==> src/pkg/xcvr_mode_defs.vh <==
// Constants for the transceiver mode control block
`ifndef XCVR_MODE_DEFS_VH
`define XCVR_MODE_DEFS_VH

// ----------------------------------------
// Register offsets
// ----------------------------------------
`define REG_CTRL_A      5'h11
`define REG_CTRL_B      5'h18
`define REG_STATUS      5'h19
`define REG_EFFECTIVE   5'h1a

// ----------------------------------------
// Field positions
// ----------------------------------------
`define CTRL_A_CODING_BIT      7
`define CTRL_A_FILL_BIT        14
`define CTRL_A_CLKSEL_BIT      15
`define CTRL_B_GIGE_BIT        15
`define STATUS_LOCK_BIT        8
`define STATUS_ADDR_LSB        9

// ----------------------------------------
// Reset values
// ----------------------------------------
`define CTRL_RESET_BIT         1'b0
`define PRBS_SEED              7'h7f

// ----------------------------------------
// Characters
// ----------------------------------------
`define CHAR_K28_5             8'hbc
`define CHAR_D10_1             8'h2a
`define CHAR_D16_2             8'h50
`define CHAR_D5_6              8'hc5
`define FILL_WORD              10'h3ff

// ----------------------------------------
// Parallel interface select
// ----------------------------------------
`define IF_MUX_CHANNEL         2'b00
`define IF_NIBBLE              2'b10

// ----------------------------------------
// Timing
// ----------------------------------------
`define CLK_PERIOD_NS          10
`define LOCK_TIME_NS           100000
`define LOCK_CYCLES            (`LOCK_TIME_NS / `CLK_PERIOD_NS)

`endif

==> src/hw/lock_timer.v <==
// Settling timer that raises the PLL lock indication
`timescale 1ns/1ns

module lock_timer #(
    parameter CYCLES = 10000
) (
    input wire clk,
    input wire sys_rst,
    input wire restart,
    output reg locked
);

    reg [31:0] count;

    always @(posedge clk) begin
        if (sys_rst || restart) begin
            count <= 32'h0;
            locked <= 1'b0;
        end else if (count >= CYCLES - 1) begin
            locked <= 1'b1;
        end else begin
            count <= count + 32'h1;
        end
    end

endmodule

==> src/hw/prbs7_lane.v <==
// PRBS 2^7-1 generator and self-synchronising checker for one lane
`timescale 1ns/1ns
`include "xcvr_mode_defs.vh"

module prbs7_lane #(
    parameter WIDTH = 10
) (
    input wire clk,
    input wire sys_rst,
    input wire enable,
    input wire [WIDTH-1:0] rx_word,
    output reg [WIDTH-1:0] tx_word,
    output reg mismatch
);

    // ----------------------------------------
    // Next polynomial bit, x^7 + x^6 + 1
    // ----------------------------------------
    function next_bit;
        input [6:0] s;
        begin
            next_bit = s[6] ^ s[5];
        end
    endfunction

    reg [6:0] gen_state;
    reg [6:0] chk_state;
    reg [6:0] g;
    reg [6:0] c;
    reg [WIDTH-1:0] word;
    reg err;
    integer i;

    always @* begin
        g = gen_state;
        c = chk_state;
        word = {WIDTH{1'b0}};
        err = 1'b0;
        for (i = WIDTH - 1; i >= 0; i = i - 1) begin
            word[i] = next_bit(g);
            g = {g[5:0], next_bit(g)};
            // Checker seeds from received bits, so it locks after 7 good bits
            if (rx_word[i] != next_bit(c)) begin
                err = 1'b1;
            end
            c = {c[5:0], rx_word[i]};
        end
    end

    always @(posedge clk) begin
        if (sys_rst || !enable) begin
            gen_state <= `PRBS_SEED;
            chk_state <= `PRBS_SEED;
            tx_word <= {WIDTH{1'b0}};
            mismatch <= 1'b0;
        end else begin
            gen_state <= g;
            chk_state <= c;
            tx_word <= word;
            mismatch <= err;
        end
    end

endmodule

==> src/hw/transceiver_mode_control.v <==
// Mode, configuration and test control for an eight-lane serial transceiver
//
// Local design decisions: strobed register access and the placing of the registers.
`timescale 1ns/1ns
`include "xcvr_mode_defs.vh"

module transceiver_mode_control #(
    parameter LANES = 8,
    parameter LOCK_CYCLES = `LOCK_CYCLES
) (
    input wire clk,
    input wire sys_rst,
    // Strap and control pins
    input wire chip_reset_pin,
    input wire [4:0] phys_address_straps,
    input wire code_pin,
    input wire error_fill_enable_pin,
    input wire serial_loopback_pin,
    input wire [1:0] interface_select_pins,
    input wire device_enable_pin,
    input wire transfer_clock_select_pin,
    input wire busy_pass_enable_pin,
    input wire gige_idle_handling_pin,
    input wire prbs_test_enable_pin,
    input wire power_down_pin,
    input wire jtag_shifting,
    // Register port, fed by the management frame engine on MDC
    input wire [4:0] reg_phy_addr,
    input wire [4:0] reg_addr,
    input wire [15:0] reg_wdata,
    input wire reg_write,
    input wire reg_read,
    output reg [15:0] reg_rdata,
    // Transmit characters ahead of the encoder
    input wire [8*LANES-1:0] tx_char_in,
    input wire [LANES-1:0] tx_k_in,
    output reg [8*LANES-1:0] tx_char_out,
    output reg [LANES-1:0] tx_k_out,
    // Encoded words around the serial path
    input wire [10*LANES-1:0] encoder_word,
    input wire [10*LANES-1:0] serial_rx_word,
    output reg [10*LANES-1:0] serial_tx_word,
    output reg serial_tx_oe,
    output reg [10*LANES-1:0] decoder_in_word,
    // Decoder results
    input wire [10*LANES-1:0] rx_data_in,
    input wire [LANES-1:0] rx_code_error,
    input wire [8*LANES-1:0] rx_char,
    input wire [LANES-1:0] rx_k,
    output reg [10*LANES-1:0] rx_data_out,
    output reg [LANES-1:0] idle_deletable,
    // Mode outputs
    output reg coding_enable,
    output reg mux_channel_mode,
    output reg nibble_mode,
    output reg independent_clocks,
    output reg busy_pass_enable,
    output reg recenter_buffers,
    output reg outputs_oe,
    output reg tdo_oe,
    output reg pll_lock
);

    // ----------------------------------------
    // Helpers
    // ----------------------------------------
    function is_k28_5;
        input [7:0] ch;
        input k;
        begin
            is_k28_5 = k && (ch == `CHAR_K28_5);
        end
    endfunction

    // Pin and register bit act alike; either one switches the feature on, error fill only while coding is on
    function either_set;
        input pin;
        input ctrl;
        begin
            either_set = pin | ctrl;
        end
    endfunction

    // ----------------------------------------
    // Reset pin edge and address latch
    // ----------------------------------------
    reg reset_pin_q;
    reg [4:0] phys_addr;
    wire reset_rise = chip_reset_pin && !reset_pin_q;

    always @(posedge clk) begin
        if (sys_rst) begin
            reset_pin_q <= 1'b0;
            phys_addr <= 5'h00;
            recenter_buffers <= 1'b0;
        end else begin
            reset_pin_q <= chip_reset_pin;
            // Strap level taken by a clocked process, never by the reset
            if (reset_rise) begin
                phys_addr <= phys_address_straps;
            end
            recenter_buffers <= chip_reset_pin;
        end
    end

    // ----------------------------------------
    // Management registers
    // ----------------------------------------
    reg coding_enable_bit;
    reg error_fill_enable_bit;
    reg transfer_clock_select_bit;
    reg gige_idle_handling_bit;
    reg [LANES-1:0] prbs_fail;
    wire [LANES-1:0] lane_mismatch;
    wire locked;

    wire addressed = (reg_phy_addr == phys_addr);
    wire wr_ok = reg_write && addressed;
    wire rd_ok = reg_read && addressed;

    always @(posedge clk) begin
        if (sys_rst) begin
            coding_enable_bit <= `CTRL_RESET_BIT;
            error_fill_enable_bit <= `CTRL_RESET_BIT;
            transfer_clock_select_bit <= `CTRL_RESET_BIT;
            gige_idle_handling_bit <= `CTRL_RESET_BIT;
        end else if (wr_ok) begin
            if (reg_addr == `REG_CTRL_A) begin
                coding_enable_bit <= reg_wdata[`CTRL_A_CODING_BIT];
                error_fill_enable_bit <= reg_wdata[`CTRL_A_FILL_BIT];
                transfer_clock_select_bit <= reg_wdata[`CTRL_A_CLKSEL_BIT];
            end
            if (reg_addr == `REG_CTRL_B) begin
                gige_idle_handling_bit <= reg_wdata[`CTRL_B_GIGE_BIT];
            end
        end
    end

    // Sticky PRBS failures; a new mismatch wins over a write-one clear
    wire [LANES-1:0] fail_clear = (wr_ok && reg_addr == `REG_STATUS) ? reg_wdata[LANES-1:0] : {LANES{1'b0}};

    always @(posedge clk) begin
        if (sys_rst || chip_reset_pin) begin
            prbs_fail <= {LANES{1'b0}};
        end else begin
            prbs_fail <= (prbs_fail & ~fail_clear) | lane_mismatch;
        end
    end

    // ----------------------------------------
    // Effective settings
    // ----------------------------------------
    wire eff_coding = either_set(code_pin, coding_enable_bit);
    wire eff_fill = either_set(error_fill_enable_pin, error_fill_enable_bit) & eff_coding;
    wire eff_clksel = either_set(transfer_clock_select_pin, transfer_clock_select_bit);
    wire eff_gige = either_set(gige_idle_handling_pin, gige_idle_handling_bit);

    // Read data stands one cycle; zero otherwise keeps the port quiet

    always @(posedge clk) begin
        if (sys_rst) begin
            reg_rdata <= 16'h0000;
        end else if (rd_ok) begin
            case (reg_addr)
                `REG_CTRL_A: begin
                    reg_rdata <= {transfer_clock_select_bit, error_fill_enable_bit, 6'h00,
                        coding_enable_bit, 7'h00};
                end
                `REG_CTRL_B: begin
                    reg_rdata <= {gige_idle_handling_bit, 15'h0000};
                end
                `REG_STATUS: begin
                    reg_rdata <= {2'b00, phys_addr, locked, prbs_fail};
                end
                `REG_EFFECTIVE: begin
                    reg_rdata <= {8'h00, prbs_test_enable_pin, eff_gige, busy_pass_enable_pin, eff_clksel,
                        serial_loopback_pin, eff_fill, eff_coding, locked};
                end
                default: begin
                    reg_rdata <= 16'h0000;
                end
            endcase
        end else begin
            reg_rdata <= 16'h0000;
        end
    end

    // ----------------------------------------
    // Mode outputs
    // ----------------------------------------
    always @(posedge clk) begin
        if (sys_rst) begin
            coding_enable <= 1'b0;
            mux_channel_mode <= 1'b0;
            nibble_mode <= 1'b0;
            independent_clocks <= 1'b0;
            busy_pass_enable <= 1'b0;
            outputs_oe <= 1'b0;
            tdo_oe <= 1'b0;
            serial_tx_oe <= 1'b0;
            pll_lock <= 1'b0;
        end else begin
            coding_enable <= eff_coding;
            // Reserved codes leave both modes off
            mux_channel_mode <= (interface_select_pins == `IF_MUX_CHANNEL);
            nibble_mode <= (interface_select_pins == `IF_NIBBLE);
            // High: per-lane clocks; low: shared transmit and receive clocks
            independent_clocks <= eff_clksel;
            busy_pass_enable <= busy_pass_enable_pin;
            outputs_oe <= device_enable_pin;
            tdo_oe <= device_enable_pin && jtag_shifting;
            serial_tx_oe <= device_enable_pin && !serial_loopback_pin;
            pll_lock <= locked;
        end
    end

    // ----------------------------------------
    // Lock timer and PRBS lanes
    // ----------------------------------------
    // Power-down restarts the count; sys_rst covers power-up
    lock_timer #(
        .CYCLES(LOCK_CYCLES)
    ) u_lock (
        .clk(clk),
        .sys_rst(sys_rst),
        .restart(power_down_pin),
        .locked(locked)
    );

    wire [10*LANES-1:0] prbs_word;

    // Each lane checks what reaches its decoder, so loopback tests the lane
    genvar gl;
    generate
        for (gl = 0; gl < LANES; gl = gl + 1) begin : g_lane
            prbs7_lane #(
                .WIDTH(10)
            ) u_prbs (
                .clk(clk),
                .sys_rst(sys_rst),
                .enable(prbs_test_enable_pin),
                .rx_word(decoder_in_word[10*gl +: 10]),
                .tx_word(prbs_word[10*gl +: 10]),
                .mismatch(lane_mismatch[gl])
            );
        end
    endgenerate

    // ----------------------------------------
    // Data paths
    // ----------------------------------------
    reg [LANES-1:0] tx_prev_k285;
    reg [LANES-1:0] rx_prev_k285;
    reg [10*LANES-1:0] next_serial_tx;
    reg [10*LANES-1:0] next_decoder_in;
    reg [10*LANES-1:0] next_rx_out;
    reg [8*LANES-1:0] next_tx_char;
    reg [LANES-1:0] next_idle;
    reg [7:0] ch;
    integer n;
    integer m;

    always @* begin
        next_serial_tx = prbs_test_enable_pin ? prbs_word : encoder_word;
        // Loopback replaces the serial receive words entirely
        next_decoder_in = serial_loopback_pin ? next_serial_tx : serial_rx_word;
        next_rx_out = rx_data_in;
        next_tx_char = tx_char_in;
        next_idle = {LANES{1'b0}};
        ch = 8'h00;
        for (n = 0; n < LANES; n = n + 1) begin
            if (eff_fill && rx_code_error[n]) begin
                next_rx_out[10*n +: 10] = `FILL_WORD;
            end
            if (eff_gige && tx_prev_k285[n] && !tx_k_in[n] && tx_char_in[8*n +: 8] == `CHAR_D16_2) begin
                next_tx_char[8*n +: 8] = `CHAR_D5_6;
            end
            ch = rx_char[8*n +: 8];
            if (rx_prev_k285[n] && !rx_k[n] && !rx_code_error[n]) begin
                if (ch == `CHAR_D10_1) begin
                    next_idle[n] = !busy_pass_enable_pin;
                end else begin
                    next_idle[n] = eff_gige;
                end
            end
        end
    end

    // Remember a K28.5 per lane so the next character can be judged
    always @(posedge clk) begin
        if (sys_rst) begin
            tx_prev_k285 <= {LANES{1'b0}};
            rx_prev_k285 <= {LANES{1'b0}};
        end else begin
            for (m = 0; m < LANES; m = m + 1) begin
                tx_prev_k285[m] <= is_k28_5(tx_char_in[8*m +: 8], tx_k_in[m]);
                rx_prev_k285[m] <= is_k28_5(rx_char[8*m +: 8], rx_k[m]);
            end
        end
    end

    always @(posedge clk) begin
        if (sys_rst) begin
            serial_tx_word <= {10*LANES{1'b0}};
            decoder_in_word <= {10*LANES{1'b0}};
            rx_data_out <= {10*LANES{1'b0}};
            tx_char_out <= {8*LANES{1'b0}};
            tx_k_out <= {LANES{1'b0}};
            idle_deletable <= {LANES{1'b0}};
        end else begin
            serial_tx_word <= next_serial_tx;
            decoder_in_word <= next_decoder_in;
            rx_data_out <= next_rx_out;
            tx_char_out <= next_tx_char;
            tx_k_out <= tx_k_in;
            idle_deletable <= next_idle;
        end
    end

endmodule

==> config.mk <==
export PLATFORM = sky130hd
export DESIGN_NAME = transceiver_mode_control
export DESIGN_NICKNAME = d
export VERILOG_FILES = /design/src/hw/lock_timer.v /design/src/hw/prbs7_lane.v /design/src/hw/transceiver_mode_control.v
export VERILOG_INCLUDE_DIRS = /design/src /design/src/pkg
export SDC_FILE = /design/constraint.sdc
export NUM_CORES = 1
export LEC_CHECK = 0
export BUFFER_PORTS_ARGS = -buffer_cell sky130_fd_sc_hd__buf_2
export CAP_MARGIN = 20
export CORE_AREA = 2 2 307 309
export DETAILED_ROUTE_END_ITERATION = 8
export DIE_AREA = 0 0 309 311
export PLACE_DENSITY = 0.44
export SYNTH_ARGS = -nofsm -noshare
export SYNTH_HDL_FRONTEND = slang
export SYNTH_HIERARCHICAL = 1
export SYNTH_SLANG_ARGS = --single-unit
==> constraint.sdc <==
create_clock -name clk -period 1.66 [get_ports clk]
set_input_delay 0.166 -clock clk [delete_from_list [all_inputs] [get_ports clk]]
set_output_delay 0.166 -clock clk [all_outputs]
set_load 0.05 [all_outputs]
Yosys cells after proc, flatten, opt, wreduce, memory -nomap -nowiden
Cells that the tools add are included.
{"block": "word_totals", "register_bits": 612, "in_bits": 440, "out_inout_bits": 346, "elab_cells": 600}
{"block": "classes", "add_sub_neg": 1, "order_cmp": 1, "n_eq_ne": 118, "muxes": 108, "n_bitwise": 177, "reduce_logical": 121}
{"cell": "$mux W80", "n": 2}
{"cell": "$xor A1 B1 Y1", "n": 160}
{"cell": "$eq A8 B8 Y1 const B", "n": 16}
{"cell": "$mux W1", "n": 88}
{"cell": "$mux W10", "n": 8}
{"cell": "$ne A1 B1 Y1", "n": 80}
{"cell": "$mux W8", "n": 9}
{"cell": "$logic_and A1 B1 Y1", "n": 70}
{"cell": "$eq A8 B6 Y1 const B", "n": 8}
{"cell": "$eq A8 B7 Y1 const B", "n": 8}
{"cell": "$pmux W16 S4", "n": 1}
{"cell": "$reduce_or A2 Y1", "n": 17}
{"cell": "$add A32 B1 Y32 const B", "n": 1}
{"cell": "$ge A32 B14 Y1 const B", "n": 1}
{"cell": "$logic_not A1 Y1", "n": 28}
{"cell": "$eq A5 B5 Y1 const B", "n": 4}
{"cell": "$not A1 Y1", "n": 9}
{"cell": "$and A8 B8 Y8", "n": 1}
{"cell": "$not A8 Y8", "n": 1}
{"cell": "$or A8 B8 Y8", "n": 1}
{"cell": "$eq A5 B5 Y1", "n": 1}
{"cell": "$or A1 B1 Y1", "n": 4}
{"cell": "$reduce_and A2 Y1", "n": 2}
{"cell": "$logic_or A1 B1 Y1", "n": 3}
{"cell": "3 further kinds", "n": 3}

Depth between registers and ports, before layout
Gate-level depths: netlist (run 1).
{"block": "depth", "word_depth": 12, "depth_mapped": 6, "mapped_depth_nobuf": 6}

By module
Netlist (run 1), hierarchy kept.
{"module": "transceiver_mode_control", "n_inst": 1, "cells_per_inst": 1268, "area_per_inst_um2": 12700.9, "seq_area_each_um2": 7587.3}
{"module": "prbs7_lane", "n_inst": 8, "cells_per_inst": 85, "area_per_inst_um2": 897.1, "seq_area_each_um2": 500.5}
{"module": "lock_timer", "n_inst": 1, "cells_per_inst": 133, "area_per_inst_um2": 1305.0, "seq_area_each_um2": 660.6}

Least setup slack after synthesis (run 1)
Ideal clock, no wire load.
{"block": "synth_path", "path_type": "register to register", "start": "reg decoder_in_word[5]", "end": "reg g_lane[0].u_prbs.mismatch", "setup_ps": 138, "t_arrival_ps": 1468, "required_time_ps": 1522, "path_slack_ps": 54, "path_stages_with_launch": 5, "path_buffers": 0, "synth_period_minus_slack_ps": 1606, "cell_sequence": "dfxtp_1 -> xor2_1 -> or3_1 -> a211oi_1 -> a41oi_1"}
{"block": "synth_via", "elab_chain_cells": 7}
{"item": "from (decl)", "line_no": "transceiver_mode_control.v:44", "text": "output reg [10*LANES-1:0] decoder_in_word,"}
{"item": "from (signal assigned)", "line_no": "transceiver_mode_control.v:305", "text": "decoder_in_word <= {10*LANES{1'b0}};"}
{"item": "from (signal assigned)", "line_no": "transceiver_mode_control.v:312", "text": "decoder_in_word <= next_decoder_in;"}
{"item": "$ne A1 B1 Y1", "line_no": "prbs7_lane.v:43", "text": "if (rx_word[i] != next_bit(c)) begin"}
{"item": "$mux W1 (6 in series)", "line_no": "prbs7_lane.v:43"}
{"item": "to (signal assigned)", "line_no": "prbs7_lane.v:60", "text": "mismatch <= err;"}
{"item": "to (decl)", "line_no": "prbs7_lane.v:13", "text": "output reg mismatch"}
No other way between the ends.
A chain may end at the register's enable or synchronous reset.

Worst setup path in the final report (run 1)
{"block": "layout_path", "start": "in rx_char[9]", "end": "reg idle_deletable[1]"}
{"block": "layout_via", "elab_chain_cells": 2}
{"item": "from (decl)", "line_no": "transceiver_mode_control.v:48", "text": "input wire [8*LANES-1:0] rx_char,"}
{"item": "$eq A8 B6 Y1 (no source line)"}
{"item": "$mux W1", "line_no": "transceiver_mode_control.v:280", "text": "if (ch == `CHAR_D10_1) begin"}
{"item": "to (signal assigned)", "line_no": "transceiver_mode_control.v:309", "text": "idle_deletable <= {LANES{1'b0}};"}
{"item": "to (signal assigned)", "line_no": "transceiver_mode_control.v:316", "text": "idle_deletable <= next_idle;"}
{"item": "to (decl)", "line_no": "transceiver_mode_control.v:51", "text": "output reg [LANES-1:0] idle_deletable,"}
No other way between the ends.

==> reports/qor.txt, run 1 <==
Initial antenna violation count -> 13
CTS Sinks -> 612
Failing checks -> setup timing
PnR worst setup slack -> -0.0525 ns
Post-synth EDFFs -> 0
H-tree depth -> 3
DR vias/cell -> 4.09
GR Util All Layers -> 0.166
GRT overflow -> 0
Clk_lat worst skew -> 0.66 ns
Core area -> 92800 µm²
Worst-Margin Slew -> 0.730 ns
Top Metal Used -> met5
Synth unique cells -> 57
WS Path Type -> primary input to register
Worst vdd ir -> 0.684 mV
Max-slew headroom -> 0.512
Yosys warns -> 6
Die height -> 311 µm
Area growth, synth to finish -> 64.2%
Synth top cells by count -> dfxtp_1, nor2_1, xnor2_1
Share of the yosys chip area belonging to registers -> 0.578
Hold WC Path Type -> primary input to register
Fillers -> 9439
Post-Syn Instances -> 2081
Vias in the first global route -> 20400
Die X -> 309 µm
DR WL met2 -> 41700 µm
Top Ports -> 786
Clock Tree Buf Depth -> 3
Lkg Pwr -> 15.5 nW
Post-synth design cell area -> 21200 µm²
Post-DP Area -> 27000 µm²
Hold Crit Depth -> 4
CTS clk-pin slew, worst paths -> 0.06 ns
Status -> finished with violations
DR iter-0 viols -> 802
Number of CTS-inserted buffers -> 73
Slew Limit Fails -> 0
Inst Count DP -> 4101
Layout cell share with drive strength beyond 1 -> 0.307
Pwr dens -> 1130 nW/µm²
Top-count cell post-synth -> dfxtp_1
Final setup fails -> 3
DRT Pass-1 Iters -> 5
CP Launch Type -> primary input
Max Cap Viol -> 0
Max Fclk -> 584 MHz
Top post-synthesis cells by area -> dfxtp_1, nor2_1, mux2i_1
Flops & latches, synth -> 612
WL per Instance -> 17.7 µm
Ys flop type -> dfxtp_1
FFs w/ async S/R, synth -> 0
M1 WL -> 32900 µm
Nets -> 3844
First-pass GRT wire length -> 121000 µm
R2r worst-path depth -> 7
Biggest area consumer among synthesized cells -> dfxtp_1
# port buffers -> 779
CTS tree -> yes
Metal3 WL -> 5180 µm
Initial Util -> 0.228
Unrepaired setup endpoints after global routing -> true
CP required -> 2.17 ns
Final RePlAce weighted congestion -> 0.830
Rows -> 112
Yosys top cell area share -> 0.578
CP Data Arrival Time -> 2.23 ns
Skew final -> 0.0320 ns
Number of routed nets with antenna violations -> 0
Syn Nets -> 2522
Via count -> 19300
Final worst path period share -> 1.03
Number of remaining DRC errors -> 0
Final hold vios -> 0
Final Non-Filler Cells -> 4718
Post-synthesis area per instance -> 10.2 µm²
Critical Path Fanout Max -> 2
Die footprint -> 96100 µm²
Detailed placement HPWL -> 62000 µm
Setup crit end kind -> register
Fin crit period -> 1.71 ns
Total Routed Length -> 83400 µm
Root Driver -> clkbuf_16
Final non-filler cell area -> 34800 µm²
Largest net degree at the start of global routing -> 44
## path summary, 6_finish.rpt
| path | start | slack [ns] | endpoint |
|---|---|---|---|
| worst max-delay path | rx_char[9] | -0.05 | idle_deletable[1] |
| worst min-delay path | rx_char[52] | 0.02 | idle_deletable[6] |
| worst max register to register | u_lock/count[0] | -0.02 | u_lock/count[9] |
| worst min register to register | u_lock/count[13] | 0.45 | u_lock/count[13] |
## cell families (layout without fill, tap and decap cells)
family	Yosys count	after routing	synth area share
DFF	612	612	0.578
adders and majority gates	1	1	0.000591
AOI/OAI and AO/OA	179	179	0.0588
and+or+nand+nor	851	851	0.204
muxes	122	122	0.0582
xor gates and xnor gates	176	176	0.0728
buffers and inverters	140	1515	0.0276
other	0	8	0
## cell type report
type	count	area (µm²)	share of cell area
flip-flops and latches	612	12300	0.352
multi-input cells	1329	8640	0.248
clock buffers	103	2150	0.0618
inverters	35	131	0.00378
repair buffers	1352	9580	0.275
diodes	8	20.0	0.000575
well taps	1254	1570	0.0451
clock inverters	25	448	0.0129
## placed cells by master, fill, tap and decap left out, types with 17 or more instances in the layout
cell type and n:
a211oi_1 88, xnor2_1 127, inv_1 34, nand3_1 18
xor2_1 48, nand4_1 18, dlygate4sd3_1 475, nor2_1 440
o21ai_0 17, clkbuf_16 73, nand2b_1 71, buf_4 87
buf_2 771, a21oi_1 25, nand2_1 68, dfxtp_1 607
nor2b_1 53, clkbuf_8 21, and2_1 37, mux2i_1 113
## where the power goes
part           switching [mW]  total, mW  internal (mW)  leakage [nW]
Combinational            3.64       6.11           2.48          9.23
Clock                    6.78       17.0           10.2          1.27
Sequential              0.531       16.0           15.5          5.05
## critical path: stages
cell and delay, ns:
dlygate4sd3_1 0.58, buf_2 0.14, or4b_1 0.43, dlygate4sd3_1 0.59, nor3_1 0.24, nor3b_2 0.08
## sequential cells by signal, summed over array words and instances, names as in the netlist, 8 cells and up
register                 cells
tx_prev_k285                 8
decoder_in_word             80
rx_data_out                 80
reg_rdata                   16
g_lane.u_prbs/tx_word       80
tx_k_out                     8
u_lock/count                32
serial_tx_word              80
rx_prev_k285                 8
idle_deletable               8
g_lane.u_prbs/gen_state     56
g_lane.u_prbs/chk_state     56
tx_char_out                 64
prbs_fail                    8
g_lane.u_prbs/mismatch       8
## metal layers
layer | up-vias | track usage
li1 | 9607 | -
met1 | 8916 | 0.180
met2 | 608 | 0.297
met3 | 156 | 0.0415
met4 | 6 | 0.0825
met5 | - | 0
## through the flow
stage / worst slack, ns / utilization / hold slack [ns] / power (mW) / TNS, ns
2_1_floorplan: 0.0535 / - / 0.237 / 19.6 / 0
3_3_place_gp: -0.0179 / 0.292 / 0.347 / 21.6 / -0.0472
3_5_place_dp: -0.0110 / 0.292 / 0.344 / 21.5 / -0.0110
4_1_cts: -0.00289 / 0.371 / 0.000284 / 39.7 / -0.00289
5_1_grt: -0.120 / 0.375 / 0.0269 / 40.8 / -0.710
6_report: -0.0525 / 0.375 / 0.0214 / 39.2 / -0.0775
## repair_timing
| action | CTS | global route |
|---|---|---|
| resized for setup | 9 | 56 |
| endpoints found under the hold margin | 382 | 7 |
| hold buffers | 469 | 15 |
| setup endpoints to repair | 8 | 28 |
| pin swaps | 3 | 14 |
| setup buffers | 2 | 2 |
| gates cloned | 0 | 0 |
Power figures use the tool's default switching activity.
==> run 2: changes to the inputs <==
Settings changed: CORE_AREA 2 2 307 309 to 2 2 306 308, DIE_AREA 0 0 309 311 to 0 0 308 310, SKIP_CTS_REPAIR_TIMING set to 1.
==> run 2 against run 1 <==
Effect of this change: the run now ends clean; sequential cell count stayed put; non-clock buffer count decreased by 71; routed wire length shrank 0.62%; critical path depth fell by 1; count of clock-buffer cells in the layout up 5; sequential power about the same; worst hold slack got worse by 0.016 ns; via count down 1.6%; die area fell by 0.64%; clock power decreased by 2%; first-iteration DRC count down 2.9%; combinational power shrank 3%; largest power group unchanged.
==> reports/qor.txt, run 2 (synthesis results as in run 1) <==
Status -> completed
Die footprint -> 95500 µm² (-0.64%)
WS Path Type -> primary input to register
Total Routed Length -> 82900 µm (-0.62%)
CTS tree -> yes
Core area -> 92500 µm² (-0.30%)
Pwr dens -> 1140 nW/µm² (+1.7%)
CP required -> 2.23 ns (+0.06 ns)
Clk_lat worst skew -> 0.62 ns (-0.04 ns)
Commonest non-fill, non-tap cells in the layout -> buf_2, dfxtp_1, nor2_1, dlygate4sd3_1, xnor2_1
Layout cell share with drive strength beyond 1 -> 0.303 (-0.00364)
Number of routed nets with antenna violations -> 0 (unchanged)
Placement-stage worst setup slack -> -0.120 ns (-0.109 ns)
Die height -> 310 µm (-0.32%)
Worst-Margin Slew -> 1.03 ns (+0.297 ns)
GR Util All Layers -> 0.157 (-0.00840)
Via count -> 19000 (-1.6%)
Lkg Pwr -> 15.1 nW (-2.7%)
Root Driver -> clkbuf_16
# port buffers -> 779 (unchanged)
CP Data Arrival Time -> 2.20 ns (-0.03 ns)
Slew Limit Fails -> 0 (unchanged)
Critical Path Fanout Max -> 2 (unchanged)
Initial Util -> 0.229 (+0.000692)
Max-slew headroom -> 0.314 (-0.197)
Worst vdd ir -> 0.795 mV (+16%)
Fin crit period -> 1.63 ns (-0.0808 ns)
Rows -> 112 (unchanged)
Fin Hold WS -> 0.00590 ns (-0.0155 ns)
CP Launch Type -> primary input
CTS clk-pin slew, worst paths -> 0.06 ns (about the same)
DR vias/cell -> 4.13 (+0.96%)
Largest net degree at the start of global routing -> 86 (+95%)
Number of CTS-inserted buffers -> 74 (+1.4%)
Area growth, synth to finish -> 59.3%
Setup crit end kind -> register
Detailed placement HPWL -> 62400 µm (+0.62%)
DR iter-0 viols -> 779 (-2.9%)
Final hold vios -> 0 (unchanged)
Top Ports -> 786 (unchanged)
Fillers -> 9428 (-0.12%)
Die X -> 308 µm (-0.32%)
Inst Count DP -> 4031 (-1.7%)
Final TNS setup -> 0 ns (+0.0775 ns)
Final setup fails -> 0 (-3)
First-pass GRT wire length -> 111000 µm (-8.6%)
PnR worst setup slack -> 0.0284 ns (+0.0808 ns)
Skew final -> 0.0141 ns (-0.0179 ns)
Final RePlAce weighted congestion -> 0.789 (-4.9%)
DRT Pass-1 Iters -> 7 (+2)
Vias in the first global route -> 17600 (-14%)
Clock Tree Buf Depth -> 3 (unchanged)
CTS Sinks -> 612 (unchanged)
H-tree depth -> 3 (unchanged)
Max Fclk -> 613 MHz (+5.0%)
Number of remaining DRC errors -> 0 (unchanged)
Hold WC Path Type -> primary input to register
GRT overflow -> 0 (unchanged)
Nets -> 3774 (-1.8%)
WL per Instance -> 18.0 µm (+2.0%)
Max Cap Viol -> 0 (unchanged)
Unrepaired setup endpoints after global routing -> true
Final Non-Filler Cells -> 4598 (-2.5%)
Commonest non-fill, non-tap cell in the layout -> buf_2
Initial antenna violation count -> 23 (+10)
Final worst path period share -> 0.983 (-0.0487)
==> run 2: area by class of cell <==
type	count	area, µm²	area share
Antenna cell	9	22.5	0.000668
Clock buffer	108	2190	0.0650
Clock inverter	27	317	0.00938
Inverter	35	131	0.00389
Multi-Input combinational cell	1329	8460	0.251
Sequential cell	612	12300	0.363
Tap cell	1197	1500	0.0444
Timing Repair Buffer	1281	8850	0.262
==> run 2: power breakdown <==
part	internal, mW	leakage [nW]	switching [mW]
clock network	10.0	1.23	6.62
logic	2.35	8.85	3.58
registers	15.5	5.06	0.543
==> run 2: through the flow <==
stage          instance area (µm²)   util  total power, mW
2_1_floorplan                21200      -             19.6
3_5_place_dp                 26800  0.290             21.5
5_1_grt                      33700  0.365             40.3
6_report                     33700  0.365             38.6
3_3_place_gp                 26800  0.290             21.5
4_1_cts                      29300  0.317             38.5
==> run 2: critical path: stages <==
cell,delay [ns]
dlygate4sd3_1,0.62
buf_2,0.16
or3b_1,0.41
nor4bb_1,0.27
dlygate4sd3_1,0.58
==> run 2: worst paths after layout <==
path / from / to / slack, ns / depth (start not counted)
max reg2reg: u_lock/count[26] / u_lock/count[10] / 0.05 / 6
min reg2reg: u_lock/count[13] / u_lock/count[13] / 0.45 / 2
min: rx_char[7] / idle_deletable[0] / 0.006 / 4
max: tx_char_in[41] / tx_prev_k285[5] / 0.03 / 5
==> run 2: layer usage <==
layer	vias to the layer above	global-route usage	routed length, µm	share of wire
li1	9477	-	-	-
met1	8727	0.163	32400	0.39
met2	606	0.274	42400	0.51
met3	163	0.0505	4680	0.056
met4	10	0.102	3380	0.041
met5	-	0	69	0.00083
==> run 3: changes to the inputs <==
==> constraint.sdc (replaced) <==
create_clock -name clk -period 1.66 [get_ports clk]
set_input_delay 0.332 -clock clk [delete_from_list [all_inputs] [get_ports clk]]
set_output_delay 0.332 -clock clk [all_outputs]
set_load 0.05 [all_outputs]
==> run 3 against run 2 <==
Effect of this change: the flow now finishes with violations (hold timing, setup timing); critical path type unchanged; routed wire length is 2.7% lower; largest power group unchanged; count of clock-buffer cells in the layout is 2 lower; via count is 1.5% lower.
==> reports/qor.txt, run 3 (synthesis results as in run 1) <==
DR vias/cell -> 4.13 (about the same)
First-pass GRT wire length -> 112000 µm (+0.88%)
R2r worst-path depth -> 7 (+1)
Nets -> 3707 (-1.8%)
Skew final -> 0.0309 ns (+0.0168 ns)
Reg2reg setup slack -> 0.06 ns (about the same)
Die height -> 310 µm (unchanged)
CTS tree -> yes
H-tree depth -> 3 (unchanged)
Lkg Pwr -> 15.0 nW (-1.1%)
Setup crit end -> tx_prev_k285[2]
Layout cell share with drive strength beyond 1 -> 0.326 (+0.0223)
Final hold vios -> 6 (+6)
Die footprint -> 95500 µm² (unchanged)
# port buffers -> 779 (unchanged)
Number of remaining DRC errors -> 0 (unchanged)
Number of CTS-inserted buffers -> 74 (unchanged)
Crit Reg-Reg Endpoint -> u_lock/count[10]
CTS Sinks -> 612 (unchanged)
Vias in the first global route -> 17800 (+1.0%)
Worst-Margin Slew -> 0.643 ns (-0.384 ns)
Critical path's largest stage delay -> 0.58 ns (-0.04 ns)
Total Routed Length -> 80600 µm (-2.7%)
Reg2reg start -> u_lock/count[4]
Clock Tree Buf Depth -> 3 (unchanged)
Inst Count DP -> 4055 (+0.60%)
CP top delay family -> buffers and inverters
CTS clk-pin slew, worst paths -> 0.06 ns (about the same)
DR iter-0 viols -> 754 (-3.2%)
GR Util All Layers -> 0.157 (about the same)
Core area -> 92500 µm² (unchanged)
PnR worst setup slack -> -0.0209 ns (-0.0492 ns)
Unrepaired setup endpoints after global routing -> true
Die X -> 308 µm (unchanged)
Root Driver -> clkbuf_16
Final RePlAce weighted congestion -> 0.816 (+3.4%)
Worst vdd ir -> 0.671 mV (-16%)
WS Path Type -> primary input to register
Top Ports -> 786 (unchanged)
CP Depth -> 5 (unchanged)
Via count -> 18700 (-1.5%)
Setup crit end kind -> register
Rows -> 112 (unchanged)
DRT Pass-1 Iters -> 5 (-2)
GRT overflow -> 0 (unchanged)
Status -> finished with violations
CP Data Arrival Time -> 2.24 ns (+0.04 ns)
Buffers & Inverters on Critical Path -> 3 (unchanged)
Detailed placement HPWL -> 62000 µm (-0.65%)
Commonest non-fill, non-tap cells in the layout -> buf_2, dfxtp_1, nor2_1, dlygate4sd3_1, xnor2_1
Number of routed nets with antenna violations -> 0 (unchanged)
Most used cell, CP -> dlygate4sd3_1
Fin crit period -> 1.68 ns (+0.0492 ns)
Max Cap Viol -> 0 (unchanged)
Clk_lat worst skew -> 0.64 ns (+0.02 ns)
Area growth, synth to finish -> 58.5%
CP Launch Type -> primary input
Final setup fails -> 2 (+2)
Commonest non-fill, non-tap cell in the layout -> buf_2
Worst Setup SP -> tx_char_in[17]
Fin Hold WS -> -0.0164 ns (-0.0223 ns)
Hold WC Path Type -> primary input to register
Initial antenna violation count -> 22 (-4.3%)
Initial Util -> 0.229 (unchanged)
Slew Limit Fails -> 0 (unchanged)
Max Fclk -> 595 MHz (-2.9%)
Final worst path period share -> 1.01 (+0.0297)
CP required -> 2.22 ns (about the same)
Crit path cell chain -> dlygate4sd3_1, buf_2, or3b_1, nor4bb_1, dlygate4sd3_1
Failing checks -> hold timing, setup timing
Slowest stage cell on the critical path -> dlygate4sd3_1
Final TNS setup -> -0.0279 ns (-0.0279 ns)
Max-slew headroom -> 0.571 (+0.256)
Pwr dens -> 1170 nW/µm² (+2.0%)
WL per Instance -> 17.8 µm (-1.4%)
Critical Path Fanout Max -> 2 (unchanged)
Final Non-Filler Cells -> 4534 (-1.4%)
Largest net degree at the start of global routing -> 45 (-48%)
-- run 3: changes by cell type in the layout (fill, tap and decap cells not counted), sizes merged --
cell         change
bufinv           +4
diode            +2
clkinv           -1
buf             +14
inv              -1
clkinvlp         +1
dlygate4sd3     -89
clkbuf           +6
-- run 3: worst min-delay path, delay by kind of cell --
family        cells  cell delay (ns)
simple gates      1             0.09
mux               1             0.07
buf+inv           1             0.07
-- run 3: metal layers --
metal,vias to the layer above,global-route usage,part of all wire
met5,-,0,0.0013
met4,16,0.0773,0.038
met3,157,0.0432,0.063
met2,581,0.287,0.51
met1,8614,0.166,0.38
li1,9339,-,-
-- run 3: layout make-up --
type | instances | area (µm²)
flip-flops and latches | 612 | 12300
multi-input cells | 1329 | 8430
clock inverters | 30 | 434
fillers | 9493 | 58900
diodes | 11 | 27.5
well taps | 1197 | 1500
repair buffers | 1214 | 8580
clock buffers | 106 | 2180
inverters | 35 | 131
-- run 3: worst min-delay path by stage --
stage	end	slack (ns)	from	cells after the start
5_1_grt	idle_deletable[1]	0.0003	rx_code_error[1]	3
3_3_place_gp	u_lock/count[13]	0.43	u_lock/count[13]	2
3_5_place_dp	u_lock/count[13]	0.44	u_lock/count[13]	2
2_1_floorplan	mux_channel_mode	0.40	interface_select_pins[0]	1
6_report	serial_tx_word[21]	-0.02	encoder_word[21]	3
4_1_cts	mux_channel_mode	-0.22	interface_select_pins[1]	2
-- run 3: power by group --
group	switching [mW]	internal (mW)	total [mW]
sequential	0.541	15.5	16.0
combinational	3.55	2.39	5.94
clock	6.62	10.6	17.2
-- run 3: per-stage QoR --
| stage | power (mW) | hold slack (ns) | setup slack, ns | cell area, µm² | util |
|---|---|---|---|---|---|
| finish | 39.2 | -0.0164 | -0.0209 | 33600 | 0.363 |
| global route | 40.8 | 0.000268 | -0.0454 | 33600 | 0.363 |
| CTS | 39.1 | -0.216 | -0.268 | 29700 | 0.322 |
| detailed placement | 21.6 | 0.443 | -0.0454 | 27100 | 0.293 |
| global placement | 21.6 | 0.433 | -0.159 | 27100 | 0.293 |
| floorplan | 19.6 | 0.403 | 0.0535 | 21200 | - |
